`src/rtl/fbd_pkg.sv`:
```
package fbd_pkg;
  localparam int FBD_WORD_W = 14;
  localparam int FBD_FREG_W = 7;
  localparam int FBD_BIT_W = 3;
  localparam int FBD_LIT8_W = 8;
  localparam int FBD_LIT11_W = 11;
  localparam int FBD_QPHASES = 4;
  localparam logic [1:0] FBD_Q_RESET = 2'h0;
  localparam logic [1:0] FBD_Q_LAST = 2'h3;
  localparam logic [13:0] FBD_NOP_WORD = 14'h0000;
  localparam logic [7:0] FBD_FREG_MAX = 8'h7f;
  // Class codes from the two top opcode bits
  localparam logic [1:0] FBD_CLS_BYTE = 2'h0;
  localparam logic [1:0] FBD_CLS_BIT = 2'h1;
  localparam logic [1:0] FBD_CLS_JUMP = 2'h2;
  localparam logic [1:0] FBD_CLS_LIT = 2'h3;

  typedef enum logic [1:0] {
    FBD_GRP_BYTE,
    FBD_GRP_BIT,
    FBD_GRP_LITCTL
  } fbd_group_t;

  typedef enum logic [4:0] {
    FBD_OP_NOP, FBD_OP_MOVWF, FBD_OP_CLRW, FBD_OP_CLRF, FBD_OP_SUBWF, FBD_OP_DECF,
    FBD_OP_IORWF, FBD_OP_ANDWF, FBD_OP_XORWF, FBD_OP_ADDWF, FBD_OP_MOVF, FBD_OP_COMF,
    FBD_OP_INCF, FBD_OP_DECFSZ, FBD_OP_RRF, FBD_OP_RLF, FBD_OP_SWAPF, FBD_OP_INCFSZ,
    FBD_OP_BCF, FBD_OP_BSF, FBD_OP_BTFSC, FBD_OP_BTFSS,
    FBD_OP_CALL, FBD_OP_GOTO, FBD_OP_MOVLW, FBD_OP_RETLW, FBD_OP_IORLW, FBD_OP_ANDLW,
    FBD_OP_XORLW, FBD_OP_SUBLW, FBD_OP_ADDLW,
    FBD_OP_CTRL
  } fbd_op_t;

  typedef enum logic [2:0] {
    FBD_CT_RETURN, FBD_CT_RETFIE, FBD_CT_SLEEP, FBD_CT_CLRWDT, FBD_CT_RESERVED
  } fbd_ctrl_t;
endpackage

```
`src/rtl/fbd_decoder.sv`:
```
`timescale 1ns/1ps
// What this block does
// RULE_01 - Each instruction is one 14-bit word
// RULE_02 - Classify into byte, bit, literal/control groups
// RULE_03 - Destination bit: 0 accumulator, 1 file register
// RULE_04 - File address spans 0x00 to 0x7F
// RULE_05 - Bit index affects one bit only
// RULE_06 - Literal is eight or eleven bits
// RULE_07 - Don't-care opcode bits never change decoding
// RULE_08 - Skip or branch takes two cycles, second NOP
// RULE_09 - Instruction cycle is four oscillator periods
// RULE_10 - Software never uses reserved opcodes
// RULE_11 - Self-modified I/O reads the pin value
// RULE_12 - Two top bits split the instruction classes
// RULE_13 - Branch flushes prefetched word, inserts NOP
module fbd_decoder
  import fbd_pkg::*;
(
  input wire logic i_clk,
  input wire logic i_rst,
  input wire logic [FBD_WORD_W-1:0] i_fetch_word,
  input wire logic i_skip_cond,
  input wire logic i_freg_is_io,
  output logic o_fetch_strobe,
  output logic o_exec_strobe,
  output logic [1:0] o_phase,
  output logic o_flush,
  output logic [1:0] o_group,
  output logic [4:0] o_op,
  output logic [2:0] o_ctrl,
  output logic o_reserved,
  output logic [FBD_FREG_W-1:0] o_freg_addr,
  output logic o_dest_freg,
  output logic o_dest_acc,
  output logic [FBD_BIT_W-1:0] o_bit_index,
  output logic [7:0] o_bit_mask,
  output logic [FBD_LIT8_W-1:0] o_lit8,
  output logic [FBD_LIT11_W-1:0] o_lit11,
  output logic o_lit_is_11,
  output logic o_pc_change,
  output logic o_is_skip,
  output logic o_src_from_pins,
  output logic o_two_cycle
);
  logic [1:0] phase;
  logic cycle_end;
  logic [FBD_WORD_W-1:0] ir_reg;
  logic [FBD_WORD_W-1:0] ir_next;
  logic flush_reg;
  logic flush_next;
  logic second_reg;
  logic second_next;
  fbd_op_t op_reg;
  fbd_op_t op_next;
  fbd_ctrl_t ctrl_reg;
  fbd_ctrl_t ctrl_next;
  fbd_group_t grp_reg;
  fbd_group_t grp_next;
  logic [7:0] mask_reg;
  logic [7:0] mask_next;
  logic dest_freg_reg;
  logic dest_freg_next;
  logic dest_acc_reg;
  logic dest_acc_next;
  logic pc_chg;
  logic skip_op;
  logic writes_self;

  fbd_qclock u_qclock (
    .i_clk(i_clk),
    .i_rst(i_rst),
    .o_phase(phase),
    .o_cycle_end(cycle_end)
  );

  function automatic fbd_op_t decode_op(input logic [FBD_WORD_W-1:0] w);
    fbd_op_t r;
    r = FBD_OP_CTRL;
    unique case (w[13:12]) // RULE_12
      FBD_CLS_BYTE: begin
        unique case (w[11:8])
          4'h0: r = w[7] ? FBD_OP_MOVWF : ((w[6:0] & 7'h1f) == 7'h0 ? FBD_OP_NOP : FBD_OP_CTRL);
          4'h1: r = w[7] ? FBD_OP_CLRF : FBD_OP_CLRW;
          4'h2: r = FBD_OP_SUBWF;
          4'h3: r = FBD_OP_DECF;
          4'h4: r = FBD_OP_IORWF;
          4'h5: r = FBD_OP_ANDWF;
          4'h6: r = FBD_OP_XORWF;
          4'h7: r = FBD_OP_ADDWF;
          4'h8: r = FBD_OP_MOVF;
          4'h9: r = FBD_OP_COMF;
          4'ha: r = FBD_OP_INCF;
          4'hb: r = FBD_OP_DECFSZ;
          4'hc: r = FBD_OP_RRF;
          4'hd: r = FBD_OP_RLF;
          4'he: r = FBD_OP_SWAPF;
          4'hf: r = FBD_OP_INCFSZ;
        endcase
      end
      FBD_CLS_BIT: begin
        unique case (w[11:10])
          2'h0: r = FBD_OP_BCF;
          2'h1: r = FBD_OP_BSF;
          2'h2: r = FBD_OP_BTFSC;
          2'h3: r = FBD_OP_BTFSS;
        endcase
      end
      FBD_CLS_JUMP: r = w[11] ? FBD_OP_GOTO : FBD_OP_CALL;
      FBD_CLS_LIT: begin
        // Bits 9:8 of move/return and bit 8 of add/sub are ignored
        casez (w[11:8]) // RULE_07
          4'b00??: r = FBD_OP_MOVLW;
          4'b01??: r = FBD_OP_RETLW;
          4'b1000: r = FBD_OP_IORLW;
          4'b1001: r = FBD_OP_ANDLW;
          4'b1010: r = FBD_OP_XORLW;
          4'b1011: r = FBD_OP_CTRL;
          4'b110?: r = FBD_OP_SUBLW;
          4'b111?: r = FBD_OP_ADDLW;
          default: r = FBD_OP_CTRL;
        endcase
      end
    endcase
    return r;
  endfunction

  function automatic fbd_ctrl_t decode_ctrl(input logic [FBD_WORD_W-1:0] w);
    fbd_ctrl_t c;
    c = FBD_CT_RESERVED; // RULE_10
    if (w == 14'h0008) begin
      c = FBD_CT_RETURN;
    end else if (w == 14'h0009) begin
      c = FBD_CT_RETFIE;
    end else if (w == 14'h0063) begin
      c = FBD_CT_SLEEP;
    end else if (w == 14'h0064) begin
      c = FBD_CT_CLRWDT;
    end
    return c;
  endfunction

  // Flow control and operand source follow the word now in the register
  always_comb begin
    pc_chg = (op_reg == FBD_OP_CALL) || (op_reg == FBD_OP_GOTO) || (op_reg == FBD_OP_RETLW)
      || (op_reg == FBD_OP_CTRL
      && (ctrl_reg == FBD_CT_RETURN || ctrl_reg == FBD_CT_RETFIE));
    skip_op = (op_reg == FBD_OP_DECFSZ) || (op_reg == FBD_OP_INCFSZ)
      || (op_reg == FBD_OP_BTFSC) || (op_reg == FBD_OP_BTFSS);
    writes_self = (grp_reg == FBD_GRP_BIT && !ir_reg[11])
      || (grp_reg == FBD_GRP_BYTE && ir_reg[7]
      && op_reg != FBD_OP_MOVWF && op_reg != FBD_OP_CLRF);
  end

  // Instruction register loads once per cycle; a flush substitutes a NOP
  always_comb begin
    ir_next = ir_reg;
    flush_next = flush_reg;
    second_next = second_reg;
    if (cycle_end) begin
      flush_next = !flush_reg && (pc_chg || (skip_op && i_skip_cond)); // RULE_08
      second_next = flush_next;
      ir_next = flush_next ? FBD_NOP_WORD : i_fetch_word; // RULE_13
    end
  end

  always_ff @(posedge i_clk) begin
    if (i_rst) begin
      ir_reg <= FBD_NOP_WORD;
      flush_reg <= 1'b0;
      second_reg <= 1'b0;
    end else begin
      ir_reg <= ir_next;
      flush_reg <= flush_next;
      second_reg <= second_next;
    end
  end

  // Decoding works on the word about to enter the instruction register, so
  // the op, control, group, mask and destination fields leave the block from flip-flops
  always_comb begin
    op_next = decode_op(ir_next); // RULE_01
    ctrl_next = decode_ctrl(ir_next);
    unique case (ir_next[13:12]) // RULE_02
      FBD_CLS_BYTE: grp_next = (op_next == FBD_OP_CTRL) ? FBD_GRP_LITCTL : FBD_GRP_BYTE;
      FBD_CLS_BIT: grp_next = FBD_GRP_BIT;
      default: grp_next = FBD_GRP_LITCTL;
    endcase
    mask_next = 8'h01 << ir_next[9:7]; // RULE_05
    dest_freg_next = (grp_next == FBD_GRP_BYTE) && ir_next[7]; // RULE_03
    dest_acc_next = (grp_next == FBD_GRP_BYTE) && !ir_next[7] // RULE_03
      && op_next != FBD_OP_NOP;
  end

  // Reset values are the decode of the no-operation word
  always_ff @(posedge i_clk) begin
    if (i_rst) begin
      op_reg <= FBD_OP_NOP;
      ctrl_reg <= FBD_CT_RESERVED;
      grp_reg <= FBD_GRP_BYTE;
      mask_reg <= 8'h01;
      dest_freg_reg <= 1'b0;
      dest_acc_reg <= 1'b0;
    end else begin
      op_reg <= op_next;
      ctrl_reg <= ctrl_next;
      grp_reg <= grp_next;
      mask_reg <= mask_next;
      dest_freg_reg <= dest_freg_next;
      dest_acc_reg <= dest_acc_next;
    end
  end

  assign o_phase = phase;
  assign o_fetch_strobe = cycle_end;
  assign o_exec_strobe = cycle_end && !second_reg;
  assign o_flush = cycle_end && !flush_reg && (pc_chg || (skip_op && i_skip_cond));
  assign o_group = grp_reg;
  assign o_op = op_reg;
  assign o_ctrl = ctrl_reg;
  assign o_reserved = (op_reg == FBD_OP_CTRL) && (ctrl_reg == FBD_CT_RESERVED);
  assign o_freg_addr = ir_reg[6:0]; // RULE_04
  assign o_dest_freg = dest_freg_reg; // RULE_03
  assign o_dest_acc = dest_acc_reg; // RULE_03
  assign o_bit_index = ir_reg[9:7]; // RULE_05
  assign o_bit_mask = mask_reg; // RULE_05
  assign o_lit8 = ir_reg[7:0]; // RULE_06
  assign o_lit11 = ir_reg[10:0]; // RULE_06
  assign o_lit_is_11 = (op_reg == FBD_OP_CALL) || (op_reg == FBD_OP_GOTO); // RULE_06
  assign o_pc_change = pc_chg;
  assign o_is_skip = skip_op;
  assign o_src_from_pins = writes_self && i_freg_is_io; // RULE_11
  assign o_two_cycle = second_reg;
endmodule

```
`src/rtl/fbd_qclock.sv`:
```
`timescale 1ns/1ps
module fbd_qclock
  import fbd_pkg::*;
(
  input wire logic i_clk,
  input wire logic i_rst,
  output logic [1:0] o_phase,
  output logic o_cycle_end
);
  logic [1:0] phase_reg;
  logic [1:0] phase_next;

  // Four oscillator periods per instruction cycle
  always_comb begin
    phase_next = (phase_reg == FBD_Q_LAST) ? FBD_Q_RESET : phase_reg + 2'h1; // RULE_09
  end

  always_ff @(posedge i_clk) begin
    if (i_rst) begin
      phase_reg <= FBD_Q_RESET;
    end else begin
      phase_reg <= phase_next;
    end
  end

  assign o_phase = phase_reg;
  assign o_cycle_end = (phase_reg == FBD_Q_LAST);
endmodule

```
`config.mk`:
```
export PLATFORM = sky130hd
export DESIGN_NAME = fbd_decoder
export DESIGN_NICKNAME = d
export VERILOG_FILES = /design/src/rtl/fbd_pkg.sv /design/src/rtl/fbd_decoder.sv /design/src/rtl/fbd_qclock.sv
export SDC_FILE = /design/constraint.sdc
export NUM_CORES = 1
export LEC_CHECK = 0
export BUFFER_PORTS_ARGS = -buffer_cell sky130_fd_sc_hd__clkbuf_2
export CORE_UTILIZATION = 53
export DETAILED_ROUTE_END_ITERATION = 10
export PLACE_DENSITY_LB_ADDON = 0.2
export SYNTH_ARGS = -nofsm -noshare
export SYNTH_HDL_FRONTEND = slang
export SYNTH_SLANG_ARGS = --single-unit
```
`constraint.sdc`:
```
create_clock -name i_clk -period 4.24 [get_ports i_clk]
set_clock_uncertainty 0.05 [all_clocks]
set_input_delay 0.848 -clock i_clk [delete_from_list [all_inputs] [get_ports i_clk]]
set_output_delay 0.848 -clock i_clk [all_outputs]
set_load 0.1 [all_outputs]
```
==> results.txt <==
Setup repair after global routing missed its margin: no
Most frequent cells after synthesis: dfxtp_1, nor2_1, buf_4
Post-CTS Setup Inserts: 0
Slew @ Worst Pin: 0.5855 ns
Number of filler instances in the final layout: 343
Sequential group share of total power: 34.5%
Antenna violations before repair: 0
Maximum root-to-sink buffer count: 2
Clock slew at the register clock pins of the worst setup and hold paths: 0.07 ns
Number of synthesized register bits: 37
Class of the most critical hold timing path: register to register
Number of flip-flops under the largest register name: 14
Count of inserted antenna diode cells: 0
Switching power share of the total: 45.31%
Routed wire length per instance: 14.12 µm
Num CTS Buffers: 5
Cell area after synthesis: 0.002074 mm²
Die Span X: 64.57 µm
Number of endpoints failing setup at the final stage: 0
Vias/cell: 5.690
Fraction of registers with async set or reset after synthesis: 0%
Remaining number of nets flagged by the antenna check after routing: 0
Post-CTS Resized: 0
DP Worst Slack: 1.262 ns
Via count of the routed design: 1929
Critical Path End Type: primary output
P_sw: 531.1 µW
Leakage: 0.001077 µW
Element type at the critical path start: register
Largest stage delay on the critical path: 0.46 ns
Most used flip-flop cell after synthesis: dfxtp_1
Placeable core area: 0.003716 mm²
Floorplan die height: 64.57 µm
Violation count after the first detailed-routing iteration: 142
I/O Pins: 78
Vias in the first global route: 1621
Effective utilization at floorplan: 55.82%
Synthesized netlist net count: 265
Crit Path Max Fanout: 22
Max Cap Viol: 0
Clock tree root buffer cell: clkbuf_8
Post-synthesis cell type with the largest combined area: dfxtp_1
Total Power Consumption: 1172 µW
Cell Chain, Critical Path: ha_2, inv_1, nor3_1, a32oi_1, nand2_1, clkbuf_2
Synthesis-to-finish area growth: 14.48%
Worst EP required: 3.34 ns
Post-detailed-routing wire length: 4788 µm
CP Data Arrival Time: 2.41 ns
Average footprint of a synthesized cell: 8.433 µm²
Synth unique cells: 59
Clock tree from TritonCTS: yes
First-pass GRT wire length: 7714 µm
Power density over the cells: 493.6 mW/mm²
Fraction of final layout cells with drive strength greater than 1: 37.46%
Top cells by area in the synthesized netlist: dfxtp_1, buf_4, nor2_1, nand2_1, a21oi_1
Maximum vdd drop: 0.2169 mV
Area share of the largest cell type after synthesis: 35.71%
Residual DRC: 0
Critical path's slowest cell: clkbuf_2
Top-count cell post-synth: dfxtp_1
DP Wirelength: 3680 µm
Maximum number of pins on one net before global-route repair: 29
Number of instances in the synthesized netlist: 246
Drt pass-1 iters: 5
Weighted congestion reported at the end of routability-driven placement: 0.8719
Site Rows: 22
Crit Path Class: register to primary output
Portion of the post-synthesis area used by sequential elements: 35.71%
Number of failing hold endpoints at the final stage: 0
Utilization after layout: 63.91%
H-tree depth: 2
Slew Limit Headroom: 60.97%
Sinks on the clock net: 37
Clock period minus worst slack: 3.306 ns
Smallest setup slack after layout: 0.9343 ns
Internal: 641.1 µW
Full die area: 0.004169 mm²
I/O Buffers: 77
F_max: 302.5 MHz
Final Max Slew Viols: 0
Count of hold buffers inserted by post-cts repair: 0
Worst-skew pair later-pin latency: 0.28 ns
Clock network power share: 24.1%
Warning count from the yosys run: 0
Run status: finished, final reports clean
EDFF count, synth: 0
Final layout net count: 310
Leftover overflow at the end of global routing: 0
Global routing usage summed across all routing layers: 24.38%
Hold_ws: 0.4048 ns
Tcrit/Tclk final: 77.96%
Part of the total power dissipated in combinational logic: 41.4%
[metal layers]
layer	routed length [µm]	vias to the layer above	share of wire [%]	global-route usage (%)
li1	-	942	-	-
met1	2245	875	47	33.81
met2	2156	102	45	36.45
met3	296	10	6.2	4.930
met4	89	0	1.9	10.56
met5	0	-	0	0
[cells by family (layout without fill, tap and decap cells)]
| group | Yosys count | in the layout | share of synthesized area, % |
|---|---|---|---|
| xor+xnor | 1 | 1 | 0.4223 |
| simple gates | 96 | 96 | 23.04 |
| fa+ha+maj | 1 | 1 | 0.6030 |
| mux | 3 | 3 | 1.628 |
| flops | 37 | 37 | 35.71 |
| compound gates | 63 | 63 | 24.55 |
| buf+inv | 45 | 90 | 14.05 |
[per-stage QoR]
| step | cell area (µm²) | std cells | TNS [ns] |
|---|---|---|---|
| 6_report | 2375 | 339 | 0 |
| 3_3_place_gp | 2271 | 332 | 0 |
| 5_1_grt | 2375 | 339 | 0 |
| 2_1_floorplan | 2090 | 246 | -0.4174 |
| 4_1_cts | 2375 | 339 | 0 |
| 3_5_place_dp | 2271 | 332 | 0 |
[cell type report]
| type | instances | area [µm²] | area share (%) |
|---|---|---|---|
| repair buffers | 77 | 385.4 | 16.23 |
| well taps | 48 | 60.06 | 2.529 |
| clock inverters | 2 | 35.03 | 1.475 |
| multi-input cells | 164 | 1057 | 44.52 |
| inverters | 6 | 27.53 | 1.159 |
| clock buffers | 5 | 68.82 | 2.898 |
| flip-flops and latches | 37 | 740.7 | 31.19 |
[critical path, delay by kind of cell (launching register included)]
family	cells	cell delay, ns
and+or+nand+nor	2	0.38
adders and majority gates	1	0.44
DFF	1	0.36
buffers and inverters	2	0.79
AOI/OAI and AO/OA	1	0.14
[cells in the final DEF, fill, tap and decap left out, types with 3 or more instances in the layout]
master / Yosys / routed
mux2_2: 3 / 3
dfxtp_1: 37 / 37
o21ai_0: 5 / 5
clkbuf_2: 0 / 77
o211ai_1: 5 / 5
nor3_1: 11 / 11
inv_1: 5 / 5
clkbuf_8: 0 / 5
nand2b_1: 3 / 3
a22o_1: 3 / 3
nor2_1: 34 / 33
a22oi_1: 5 / 5
a21oi_2: 3 / 3
nand3_1: 9 / 9
a21oi_1: 11 / 11
nand2_1: 17 / 17
a31oi_1: 6 / 6
nor3b_2: 1 / 3
[path summary, 6_finish.rpt]
path / startpoint / to / slack [ns] / cells after the start
setup / recovery: u_qclock.o_phase[0] / o_flush / 0.93 / 6
hold / removal: u_qclock.o_phase[0] / u_qclock.o_phase[0] / 0.40 / 1
setup reg to reg: u_qclock.o_phase[0] / o_ctrl[2] / 1.24 / 10
hold reg to reg: u_qclock.o_phase[0] / u_qclock.o_phase[0] / 0.40 / 1
[power by group through the flow]
stage	clock network (µW)	logic (µW)	registers (µW)
6_report	283	486	404
5_1_grt	306	508	408
4_1_cts	288	482	404
3_5_place_dp	0	481	412
3_3_place_gp	0	481	411
2_1_floorplan	0	265	567
Power figures use the tool's default switching activity.
